--- config.mk ---
export PLATFORM = sky130hd
export DESIGN_NAME = wcl_load_ctrl
export DESIGN_NICKNAME = d
export VERILOG_FILES = /design/src/hdl/wcl_pkg.sv /design/src/hdl/wcl_load_ctrl.sv
export SDC_FILE = /design/constraint.sdc
export NUM_CORES = 1
export LEC_CHECK = 0
export BUFFER_PORTS_ARGS = -buffer_cell sky130_fd_sc_hd__buf_2
export CAP_MARGIN = 25
export CORE_MARGIN = 5
export CORE_UTILIZATION = 60
export CTS_CLUSTER_SIZE = 30
export DETAILED_ROUTE_END_ITERATION = 8
export MAX_ROUTING_LAYER = met4
export PLACE_DENSITY = 0.78
export SETUP_SLACK_MARGIN = 0.05
export SYNTH_ARGS = -nofsm -noshare
export SYNTH_HDL_FRONTEND = slang
export SYNTH_SLANG_ARGS = --single-unit
--- constraint.sdc ---
create_clock -name mclk -period 5.2 [get_ports mclk]
set_clock_uncertainty 0.05 [all_clocks]
set_input_delay 1.04 -clock mclk [delete_from_list [all_inputs] [get_ports mclk]]
set_output_delay 1.04 -clock mclk [all_outputs]
set_load 0.02 [all_outputs]
--- src/hdl/wcl_pkg.sv ---
// Notes on behaviour
// - Input turning on gives a timed pulse current, then the hold current.
// - Pulse level is an 8-bit code, bits 7:0, 0.2 mA per step.
// - Pulse duration is a 12-bit code, bits 11:0, 10 us per step.
// - Hold level is a 6-bit code, bits 5:0, 0.1 mA per step.
// - Low idle mode: the pulse starts when the sample reaches the rise level.
// - High idle mode: the pulse starts as soon as the FET sees voltage.
// - A channel starts a pulse only while its filtered output is low.
// - Load enable field 00 disables the load; only residual current flows.
// - Energy reaching the limit stops that channel's pulse for the rest period.
// - A full-scale sample during a pulse scales the increment by 1, 4, 8 or 16.
// - Rest length in seconds is bits 3:0; zero disables rest, clears energy.
// - Outside a pulse the drain amount, bits 15:8, is subtracted each step.
// - Drain interval bits 5:4 select 10, 20, 40 or 80 us.
// - During rest the channel energy accumulator is held at zero.
// - Each channel keeps its own accumulator, limit check and rest timer.
package wcl_pkg;
   // ****************************************************************
   // Register map.
   // ****************************************************************
   localparam logic [10:0] ADDR_ENERGY_CTRL = 11'h015;
   localparam logic [10:0] ADDR_LOAD_ENABLE = 11'h020;
   localparam logic [10:0] ADDR_PULSE_DUR = 11'h021;
   localparam logic [10:0] ADDR_PULSE_LEVEL = 11'h022;
   localparam logic [10:0] ADDR_HOLD_LEVEL = 11'h023;
   localparam logic [10:0] ADDR_LOAD_CTRL = 11'h024;
   localparam logic [10:0] ADDR_RISE_TRIGGER_LEVEL = 11'h025;
   localparam logic [10:0] ADDR_ENERGY_LIMIT = 11'h026;
   localparam logic [10:0] ADDR_ENERGY_ACC1 = 11'h027;
   localparam logic [10:0] ADDR_ENERGY_ACC2 = 11'h028;
   localparam logic [10:0] ADDR_LOAD_STATUS = 11'h029;
   // ****************************************************************
   // Field positions and reset values.
   // ****************************************************************
   localparam int LOAD_EN_HI = 15;
   localparam int LOAD_EN_LO = 14;
   localparam int IDLE_MODE_BIT = 0;
   localparam int OV_HI = 7;
   localparam int OV_LO = 6;
   localparam int DRAIN_AMT_HI = 15;
   localparam int DRAIN_AMT_LO = 8;
   localparam int DRAIN_IVL_HI = 5;
   localparam int DRAIN_IVL_LO = 4;
   localparam int REST_HI = 3;
   localparam int REST_LO = 0;
   localparam logic [15:0] RST_REG = 16'h0000;
   localparam logic [15:0] RST_LIMIT = 16'hffff;
   // ****************************************************************
   // Timing.
   // ****************************************************************
   localparam int CLK_MHZ = 125;
   localparam int TICK_US = 10;
   localparam int TICK_CYC = TICK_US * CLK_MHZ;
   localparam int SEC_TICKS = 100_000;
   localparam int ACC_SHIFT = 7;

   typedef enum logic [1:0] {
      ST_IDLE = 2'b00,
      ST_PULSE = 2'b01,
      ST_HOLD = 2'b10,
      ST_REST = 2'b11
   } wcl_state_t;

   typedef struct packed {
      logic pulse;
      logic hold;
      logic rest;
   } wcl_chan_stat_t;
endpackage : wcl_pkg

--- src/hdl/wcl_load_ctrl.sv ---
module wcl_load_ctrl #(
   parameter int REST_TICKS_PER_SEC = 100_000
) (
   input wire logic mclk,
   input wire logic rst_n,
   input wire logic clk_en,
   input wire logic [10:0] reg_addr,
   input wire logic [15:0] reg_wdata,
   input wire logic reg_wr,
   input wire logic reg_rd,
   output logic [15:0] reg_rdata,
   input wire logic [7:0] adc1_sample,
   input wire logic [7:0] adc2_sample,
   input wire logic adc_valid,
   input wire logic [1:0] fet_voltage_ok,
   input wire logic [1:0] filtered_channel_output,
   input wire logic [1:0] input_rise,
   output logic [1:0] load_on,
   output logic [7:0] pulse_code,
   output logic [5:0] hold_code,
   output logic [1:0] pulse_active
);
   import wcl_pkg::*;

   // ****************************************************************
   // Pin synchronisers.
   // ****************************************************************
   logic [5:0] sync1_q;
   logic [5:0] sync2_q;
   always_ff @(posedge mclk or negedge rst_n) begin
      if (!rst_n) begin
         sync1_q <= 6'h00;
         sync2_q <= 6'h00;
      end else if (clk_en) begin
         sync1_q <= {fet_voltage_ok, filtered_channel_output, input_rise};
         sync2_q <= sync1_q;
      end
   end
   wire [1:0] fet_ok_s = sync2_q[5:4];
   wire [1:0] dout_s = sync2_q[3:2];
   wire [1:0] rise_s = sync2_q[1:0];

   // ****************************************************************
   // Registers.
   // ****************************************************************
   logic [15:0] egy_ctrl_q, egy_ctrl_d, load_en_q, load_en_d;
   logic [15:0] dur_q, dur_d, plev_q, plev_d, hlev_q, hlev_d;
   logic [15:0] lctrl_q, lctrl_d, rthr_q, rthr_d, limit_q, limit_d;
   logic [15:0] rdata_d;
   logic [15:0] acc_q [2];
   wcl_state_t st_q [2];

   // Register writes decode into shadow next values.
   always_comb begin
      egy_ctrl_d = egy_ctrl_q;
      load_en_d = load_en_q;
      dur_d = dur_q;
      plev_d = plev_q;
      hlev_d = hlev_q;
      lctrl_d = lctrl_q;
      rthr_d = rthr_q;
      limit_d = limit_q;
      if (reg_wr) begin
         case (reg_addr)
            ADDR_ENERGY_CTRL: egy_ctrl_d = reg_wdata;
            ADDR_LOAD_ENABLE: load_en_d = reg_wdata;
            ADDR_PULSE_DUR: dur_d = {4'h0, reg_wdata[11:0]};
            ADDR_PULSE_LEVEL: plev_d = {8'h00, reg_wdata[7:0]};
            ADDR_HOLD_LEVEL: hlev_d = {10'h000, reg_wdata[5:0]};
            ADDR_LOAD_CTRL: lctrl_d = {15'h0000, reg_wdata[IDLE_MODE_BIT]};
            ADDR_RISE_TRIGGER_LEVEL: rthr_d = {8'h00, reg_wdata[7:0]};
            ADDR_ENERGY_LIMIT: limit_d = reg_wdata;
            default: ;
         endcase
      end
   end

   // Read mux; unmapped addresses read as zero.
   always_comb begin
      rdata_d = reg_rdata;
      if (reg_rd) begin
         case (reg_addr)
            ADDR_ENERGY_CTRL: rdata_d = egy_ctrl_q;
            ADDR_LOAD_ENABLE: rdata_d = load_en_q;
            ADDR_PULSE_DUR: rdata_d = dur_q;
            ADDR_PULSE_LEVEL: rdata_d = plev_q;
            ADDR_HOLD_LEVEL: rdata_d = hlev_q;
            ADDR_LOAD_CTRL: rdata_d = lctrl_q;
            ADDR_RISE_TRIGGER_LEVEL: rdata_d = rthr_q;
            ADDR_ENERGY_LIMIT: rdata_d = limit_q;
            ADDR_ENERGY_ACC1: rdata_d = acc_q[0];
            ADDR_ENERGY_ACC2: rdata_d = acc_q[1];
            ADDR_LOAD_STATUS: rdata_d = {8'h00, 2'b00, st_q[1], 2'b00,
                                         st_q[0]};
            default: rdata_d = 16'h0000;
         endcase
      end
   end

   always_ff @(posedge mclk or negedge rst_n) begin
      if (!rst_n) begin
         egy_ctrl_q <= RST_REG;
         load_en_q <= RST_REG;
         dur_q <= RST_REG;
         plev_q <= RST_REG;
         hlev_q <= RST_REG;
         lctrl_q <= RST_REG;
         rthr_q <= RST_REG;
         limit_q <= RST_LIMIT;
         reg_rdata <= RST_REG;
      end else if (clk_en) begin
         egy_ctrl_q <= egy_ctrl_d;
         load_en_q <= load_en_d;
         dur_q <= dur_d;
         plev_q <= plev_d;
         hlev_q <= hlev_d;
         lctrl_q <= lctrl_d;
         rthr_q <= rthr_d;
         limit_q <= limit_d;
         reg_rdata <= rdata_d;
      end
   end

   // ****************************************************************
   // Time base: 10 us tick and drain step.
   // ****************************************************************
   logic [10:0] tick_cnt_q, tick_cnt_d;
   logic [2:0] drain_cnt_q, drain_cnt_d;
   logic tick, drain_step;
   logic [2:0] drain_max;

   // Tick count per drain step is 1, 2, 4 or 8 ticks.
   always_comb begin
      tick = (tick_cnt_q == 11'(TICK_CYC - 1));
      tick_cnt_d = tick ? 11'h000 : tick_cnt_q + 11'h001;
      case (egy_ctrl_q[DRAIN_IVL_HI:DRAIN_IVL_LO])
         2'b00: drain_max = 3'h0;
         2'b01: drain_max = 3'h1;
         2'b10: drain_max = 3'h3;
         default: drain_max = 3'h7;
      endcase
      drain_step = tick && (drain_cnt_q >= drain_max);
      drain_cnt_d = drain_cnt_q;
      if (tick) begin
         drain_cnt_d = drain_step ? 3'h0 : drain_cnt_q + 3'h1;
      end
   end

   always_ff @(posedge mclk or negedge rst_n) begin
      if (!rst_n) begin
         tick_cnt_q <= 11'h000;
         drain_cnt_q <= 3'h0;
      end else if (clk_en) begin
         tick_cnt_q <= tick_cnt_d;
         drain_cnt_q <= drain_cnt_d;
      end
   end

   // Increment for one 10 us pulse tick, with overvoltage scaling.
   function automatic logic [15:0] pulse_incr(input logic [7:0] adc,
                                              input logic [1:0] ov);
      logic [15:0] base;
      base = {8'h00, adc} >> ACC_SHIFT;
      if (adc == 8'hff) begin
         case (ov)
            2'b00: pulse_incr = base;
            2'b01: pulse_incr = base << 2;
            2'b10: pulse_incr = base << 3;
            default: pulse_incr = base << 4;
         endcase
      end else begin
         pulse_incr = base;
      end
   endfunction : pulse_incr

   // ****************************************************************
   // Per-channel load sequencer and energy monitor.
   // ****************************************************************
   wcl_state_t st_d [2];
   logic [15:0] acc_d [2];
   logic [11:0] ptime_q [2], ptime_d [2];
   logic [3:0] rest_q [2], rest_d [2];
   // Per-channel sub-second count, so a rest always lasts whole seconds.
   logic [16:0] rsub_q [2], rsub_d [2];
   logic [1:0] load_on_d, pulse_d;
   logic load_enabled, low_idle;
   logic [3:0] rest_sec;
   logic [7:0] adc_v [2];
   logic [16:0] sum;

   assign adc_v[0] = adc1_sample;
   assign adc_v[1] = adc2_sample;

   always_comb begin
      load_enabled = (load_en_q[LOAD_EN_HI:LOAD_EN_LO] != 2'b00);
      low_idle = !lctrl_q[IDLE_MODE_BIT];
      rest_sec = egy_ctrl_q[REST_HI:REST_LO];
      sum = 17'h00000;
      for (int c = 0; c < 2; c++) begin
         st_d[c] = st_q[c];
         acc_d[c] = acc_q[c];
         ptime_d[c] = ptime_q[c];
         rest_d[c] = rest_q[c];
         rsub_d[c] = rsub_q[c];
         case (st_q[c])
            ST_IDLE, ST_HOLD: begin
               if (drain_step) begin
                  acc_d[c] = (acc_q[c] > {8'h00, egy_ctrl_q[15:8]}) ?
                     acc_q[c] - {8'h00, egy_ctrl_q[DRAIN_AMT_HI:DRAIN_AMT_LO]}
                     : 16'h0000;
               end
               if (!rise_s[c]) begin
                  st_d[c] = ST_IDLE;
               end else if (st_q[c] == ST_IDLE && load_enabled
                            && !dout_s[c]
                            && ((low_idle && adc_valid
                                 && adc_v[c] >= rthr_q[7:0])
                                || (!low_idle && fet_ok_s[c]))) begin
                  st_d[c] = ST_PULSE;
                  ptime_d[c] = dur_q[11:0];
               end else if (st_q[c] == ST_IDLE && load_enabled) begin
                  st_d[c] = ST_IDLE;
               end
            end
            ST_PULSE: begin
               if (tick) begin
                  sum = {1'b0, acc_q[c]} +
                        {1'b0, pulse_incr(adc_v[c], egy_ctrl_q[OV_HI:OV_LO])};
                  acc_d[c] = sum[16] ? 16'hffff : sum[15:0];
                  if (rest_sec != 4'h0 && acc_d[c] >= limit_q) begin
                     st_d[c] = ST_REST;
                     rest_d[c] = rest_sec;
                     rsub_d[c] = 17'(REST_TICKS_PER_SEC - 1);
                     acc_d[c] = 16'h0000;
                  end else if (ptime_q[c] <= 12'h001) begin
                     st_d[c] = ST_HOLD;
                  end else begin
                     ptime_d[c] = ptime_q[c] - 12'h001;
                  end
               end
               if (!load_enabled) begin
                  st_d[c] = ST_IDLE;
               end
            end
            ST_REST: begin
               acc_d[c] = 16'h0000;
               if (tick) begin
                  if (rsub_q[c] != 17'h00000) begin
                     rsub_d[c] = rsub_q[c] - 17'h00001;
                  end else begin
                     rsub_d[c] = 17'(REST_TICKS_PER_SEC - 1);
                     rest_d[c] = rest_q[c] - 4'h1;
                     if (rest_q[c] <= 4'h1) begin
                        st_d[c] = ST_HOLD;
                     end
                  end
               end
            end
            default: st_d[c] = ST_IDLE;
         endcase
         if (rest_sec == 4'h0) begin
            acc_d[c] = 16'h0000;
         end
         load_on_d[c] = load_enabled && (st_d[c] != ST_IDLE || rise_s[c]);
         pulse_d[c] = (st_d[c] == ST_PULSE);
      end
   end

   always_ff @(posedge mclk or negedge rst_n) begin
      if (!rst_n) begin
         for (int c = 0; c < 2; c++) begin
            st_q[c] <= ST_IDLE;
            acc_q[c] <= 16'h0000;
            ptime_q[c] <= 12'h000;
            rest_q[c] <= 4'h0;
            rsub_q[c] <= 17'h00000;
         end
         load_on <= 2'b00;
         pulse_active <= 2'b00;
         pulse_code <= 8'h00;
         hold_code <= 6'h00;
      end else if (clk_en) begin
         for (int c = 0; c < 2; c++) begin
            st_q[c] <= st_d[c];
            acc_q[c] <= acc_d[c];
            ptime_q[c] <= ptime_d[c];
            rest_q[c] <= rest_d[c];
            rsub_q[c] <= rsub_d[c];
         end
         load_on <= load_on_d;
         pulse_active <= pulse_d;
         pulse_code <= plev_q[7:0];
         hold_code <= hlev_q[5:0];
      end
   end
endmodule : wcl_load_ctrl

# Word level (Yosys, flattened, before mapping)
# Index checks and enable logic that the tools add are counted.
# word_totals
memories	0
out_inout_bits	34
ram_bits	0
ff_bits	245
latchBits	0
rom_bits	0
inputBits	55
word_cells	234
# op_classes
reduce_logical	58
mul	0
eq_ne	46
bitwise_logic	0
shifts	0
n_addsub	12
order_cmp	11
n_div	0
n_mux	80
# ops
op	n
16-bit two-way mux	18
16-bit case mux with 11 select lines	1
17-bit two-way mux	8
12-bit two-way mux	10
11-bit by 6-bit == test with 1-bit output, second input constant	10
16-bit case mux with 3 select lines	2
17-bit case mux with 2 select lines	2
12-bit case mux with 2 select lines	2
2-bit two-way mux	20
16-bit by 16-bit adder with 17-bit output	2
17-bit nonzero test	2
17-bit by 1-bit subtractor with 17-bit output, second input constant	2
16-bit greater-or-equal comparator	2
16-bit by 8-bit > comparator with 1-bit output	2
4-bit two-way mux	8
2-bit inequality test, second input constant	16
16-bit by 8-bit subtractor with 16-bit output	2
5-bit case mux with 3 select lines	2
3-bit AND reduction	10
12-bit by 1-bit <= comparator with 1-bit output, second input constant	2
12-bit by 1-bit subtractor with 12-bit output, second input constant	2
8-bit == test, second input constant	2
8-bit greater-or-equal comparator	2
1-bit logical AND	16
other kinds (26)	62

# Logic depth before layout (Yosys ltp)
# logic_depth
depth_word	16
depth_mapped	20
ltp_nobuf	18

# Least setup slack after synthesis
# No wires, ideal clock.
# synth_timing
kind	input to register
start	input adc2_sample[6]
end	register rsub_q[9] (netlist bit)
required_ns	5.029
path_buffers	2
setup_time_ns	0.121
arrival_ns	5.100
path_slack_ns	-0.072
cell_stages	20
path_cell_list	nand4_1 -> or2_2 -> o21a_1 -> ha_1 -> ha_1 -> a211oi_1 -> o21bai_1 -> nor2b_1 -> nand3b_1 -> clkbuf_1 -> nand2_1 -> ha_1 -> a21oi_1 -> o21ai_0 -> a2111oi_0 -> o21ai_0 -> a21oi_1 -> buf_2 -> nor3_1 -> o22a_1
# synth_via
elab_chain_cells	10
# synth_rtl
element	line	text
start: declaration	wcl_load_ctrl.sv:13	input wire logic [7:0] adc2_sample,
8-bit == test	wcl_load_ctrl.sv:164	if (adc == 8'hff) begin
16-bit two-way mux	wcl_load_ctrl.sv:164	
16-bit two-way mux	wcl_load_ctrl.sv:226	if (tick) begin
16-bit two-way mux	wcl_load_ctrl.sv:205	case (st_q[c])
16-bit by 16-bit adder with 17-bit output	wcl_load_ctrl.sv:227	sum = {1'b0, acc_q[c]} +
16-bit two-way mux	wcl_load_ctrl.sv:229	acc_d[c] = sum[16] ? 16'hffff : sum[15:0];
16-bit greater-or-equal comparator	wcl_load_ctrl.sv:230	if (rest_sec != 4'h0 && acc_d[c] >= limit_q) begin
1-bit logical AND	wcl_load_ctrl.sv:230	
2-bit inequality test (no source line)	--	
5-bit AND reduction (no source line)	--	
end signal: indexed assignment	wcl_load_ctrl.sv:288	rsub_q[c] <= rsub_d[c];
end: declaration	wcl_load_ctrl.sv:184	logic [16:0] rsub_q [2], rsub_d [2];
# No other way between the ends. The select of a mux whose other input is x is not followed.
# A chain may end at the register's enable or synchronous reset.

# Final worst setup path
# layout_timing
start	input adc1_sample[6]
end	register ptime_q[19] (netlist bit)
# layout_via
elab_chain_cells	10
elab_cells_between_ends	15
classes_between	1 x add/sub; 2 x order compare; 3 x eq/ne; 4 x mux; 5 x reduce/logical
# layout_rtl
element	line	text
start: declaration	wcl_load_ctrl.sv:12	input wire logic [7:0] adc1_sample,
8-bit == test	wcl_load_ctrl.sv:164	
16-bit two-way mux	wcl_load_ctrl.sv:164	
16-bit two-way mux	wcl_load_ctrl.sv:226	
16-bit two-way mux	wcl_load_ctrl.sv:205	
16-bit by 16-bit adder with 17-bit output	wcl_load_ctrl.sv:227	
16-bit two-way mux	wcl_load_ctrl.sv:229	
16-bit greater-or-equal comparator	wcl_load_ctrl.sv:230	
1-bit logical AND	wcl_load_ctrl.sv:230	
2-bit inequality test (no source line)	--	
7-bit AND reduction (no source line) *	--	
end signal: indexed assignment	wcl_load_ctrl.sv:286	ptime_q[c] <= ptime_d[c];
end: declaration	wcl_load_ctrl.sv:181	logic [11:0] ptime_q [2], ptime_d [2];
# Mark *: on every way between the ends. The rest lies on a longest branch, timed or not. The select of a mux whose other input is x is not followed.

==> run_results.csv <==
group,metric,value,unit
status,status,"complete, no violations",
flow_run,maxCapViolCount,0,
synthesis,yosys.area.top_type,"dfrtp_1",
placement,hpwl,36300,um
global_routing,use_met2,52.7,%
layout,fillers,1967,
critical_path,critical_path.max_fanout,5,
die,die_x,171,um
routing,route.vias.total,14700,
critical_path,arrival,5370,ps
synthesis,netlist_instances,1671,
die,coreArea,25800,um2
synthesis,ys.flop_type,"dfrtp_1",
placement,numPortBuffers,88,
global_routing,first_global_vias,14300,
synthesis,ys_ff_latch,245,
global_routing,track_usage,34.5,%
global_routing,grt-busiest-layer,"met2",
timing,finalCriticalPeriod,4960,ps
synthesis,netlist_area,15600,um2
placement,dpl_cell_area,17000,um2
critical_path,path_cells,"buf_2 > nand4_1 > or2_2 > buf_4 > nor2_1 > ha_1 > nor3_1 > a211oi_1 > buf_4 > nand3_1 > nor4b_1 > nor2_1 > ha_1 > a21oi_1 > o21ai_0 > a21oi_1 > o31ai_1 > buf_4 > and2_1 > or4_1 > a32o_1",
clocking,clk_pin_slew,60,ps
clocking,cts_tree,"done",
clocking,cts_buffer_depth,3,
clocking,cts_sinks,245,
timing,setup_viol_count_final,0,
clocking,cts_buffers,28,
layout,area_growth,16.3,%
routing,wl_per_cell,22.7,um
synthesis,yosys-top-cells-area,"dfrtp_1 37%, mux2_2 7.7%, ha_1 7.2%, nand2_1 4.2%, o21ai_0 3.6%",
synthesis,ys_types,93,
critical_path,path_delay_family,"simple AND/OR/NAND/NOR gates",
worst_hold_path,hold_class,"register to register",
timing,period_share,95.4,%
synthesis,ys_seq_area_share,39.4,%
timing,rsz0062_at_grt,"false",
routing,dr.pass1.iters,7,
layout,drive_above_1_share,22.4,%
clocking,cts-root-buf,"clkbuf_16",
critical_path,cp_slowest_stage_delay,530,ps
clocking,insertion_delay,570,ps
layout,finalNetCount,1975,
routing,drt-initial-drc-count,1731,
layout,postLayoutCellArea,18100,um2
synthesis,syn-num-nets,1818,
timing,slew_violations,0,
pwr,leakagePower,8.37,nW
global_routing,grt_max_degree,115,
timing,hold_violations,0,
routing,viasPerCell,6.74,
global_routing,grt_pass1_wl,78100,um
global_routing,antenna_found_initial,1,
synthesis,async_reset_ff_share,100,%
die,core.rowCount,59,
timing,slew_headroom,26.0,%
critical_path,crit_type,"primary input to register",
pwr,irDropWorstVdd,0.314,mV
timing,tightest_slew,1100,ps
critical_path,crit_path_frequent_cell,"buf_4",
global_routing,met3_usage,5.98,%
synthesis,synth_top_area_share,36.8,%
synthesis,synth_edf_count,0,
global_routing,grt_use_met1,46.9,%
routing,drc,0,
die,die_area,29300,um2
layout,regArea,6150,um2
critical_path,timing.critical_path.buf_inv,4,
critical_path,critPathRequiredTime,5610,ps
layout,multiInputGateArea,8950,um2
routing,wl,49700,um
synthesis,ys_warn_count,0,
routing,ant_nets,0,
clocking,htree_levels,1,
critical_path,setup.worst_path.end_class,"register",
global_routing,overflow,0,
die,start_util,60.3,%
critical_path,start_kind,"primary input",
die,die_h,171,um
timing,max_freq,0.201,GHz
synthesis,synth_area_per_cell,9.33,um2
critical_path,critPathSlowestCell,"or4_1",
timing,hold_ws,449,ps
pwr,cellPowerDensity,264,nW/um2
die,io-pin-count,89,
timing,setup_tns,0,ps
placement,routabilityCongestion,1.00,
power by group:
group / switching, mW / internal (mW) / leakage [nW]
Clock: 0.843 / 1.36 / 0.493
Sequential: 0.115 / 1.98 / 3.20
Combinational: 0.293 / 0.180 / 4.68
Total: 1.25 / 3.53 / 8.37
synth_stat cells (6+ instances only):
library cell / number
and3_1: 13
and2_1: 10
xor2_1: 17
o31ai_1: 30
nand2_1: 173
mux2i_1: 9
nand3b_1: 6
nand3_1: 60
inv_1: 67
nand2b_1: 19
o211ai_1: 7
dfrtp_1: 229
a32o_1: 7
a211oi_1: 12
nor3b_1: 9
or2_2: 7
nor2b_1: 13
nor4_1: 16
a21oi_1: 60
a31oi_1: 20
a21o_1: 12
o21ai_0: 111
a22o_1: 19
nor2_1: 118
buf_2: 12
dfstp_2: 16
nand4_1: 27
a22oi_1: 33
o22ai_1: 10
ha_1: 90
clkbuf_1: 61
a2bb2oi_1: 12
mux2_2: 106
a222oi_1: 22
o21a_1: 14
nor3_1: 72
xnor2_1: 23
or3_1: 12
per-stage QoR:
step                      setup WS [ps]  std cells  util (%)  power, mW
after floorplan                    55.0       1671         -       2.37
after detailed placement           -409       2132      66.0       2.59
after global routing               22.8       2186      70.2       4.93
final                               237       2186      70.2       4.78
after CTS                           175       2184      70.0       4.78
after global placement             -306       2131      65.9       2.57
metal layers:
metal	vias to the layer above	routed length (um)
met5	-	0
met4	0	2020
met3	137	4720
met2	829	22500
met1	7175	20500
li1	6595	-
layout make-up:
class	count	share of cell area [%]
timing repair buffer	203	7.27
inverter	68	1.41
sequential	245	33.9
multi-input combinational	1282	49.4
antenna	1	0.0138
clock buffer	39	4.37
tap	335	2.31
clock inverter	13	1.33
logic make-up after synthesis:
| group | after synthesis | share of synthesized area (%) |
|---|---|---|
| multiplexers | 116 | 8.38 |
| flip-flops | 245 | 39.4 |
| XOR/XNOR | 40 | 2.25 |
| AND/OR/NAND/NOR | 596 | 19.3 |
| buffers and inverters | 144 | 3.56 |
| adder cells (fa/ha/maj) | 92 | 7.48 |
| AO/OA/AOI/OAI | 438 | 19.6 |
sequential cells by signal, indices dropped and copies added (netlist names), 4 cells and up:
signal,flops
sync1_q,6
egy_ctrl_q,16
tick_cnt_q,11
rthr_q,8
st_q,4
limit_q,16
ptime_q,24
hlev_q,6
sync2_q,6
rsub_q,34
hold_code,6
rest_q,8
reg_rdata,16
dur_q,12
plev_q,8
acc_q,32
pulse_code,8
load_en_q,16
layout by cell type (no fill, tap or decap), types with 22 or more instances in the layout:
cell / netlist / final
buf_2: 12 / 87
a21oi_1: 60 / 59
ha_1: 90 / 90
a222oi_1: 22 / 22
nand2_1: 173 / 173
nor3_1: 72 / 71
clkbuf_16: 0 / 28
nor2_1: 118 / 118
xnor2_1: 23 / 23
buf_4: 0 / 114
mux2_2: 106 / 106
nand3_1: 60 / 60
a22oi_1: 33 / 33
o21ai_0: 111 / 110
dfrtp_1: 229 / 229
nand4_1: 27 / 27
o31ai_1: 30 / 30
inv_1: 67 / 67
timing repair:
action	4_1_cts	5_1_grt
endpoints found under the hold margin	0	0
endpoints found under the setup margin	0	49
setup buffers	0	0
gates resized for setup	0	9
hold buffers	0	0
worst paths after layout:
path	to	start	cells past startpoint	slack, ps
setup / recovery	ptime_q[19]	adc1_sample[6]	21	240
hold / removal	rsub_q[10]	rsub_q[10]	1	450
setup reg to reg	ptime_q[19]	egy_ctrl_q[7]	19	630
hold reg to reg	rsub_q[10]	rsub_q[10]	1	450
max in group asynchronous	drain_cnt_q[1]	rst_n	2	3390
min in group asynchronous	reg_rdata[14]	rst_n	1	510
No activity file was read; power rests on OpenSTA's default activity.
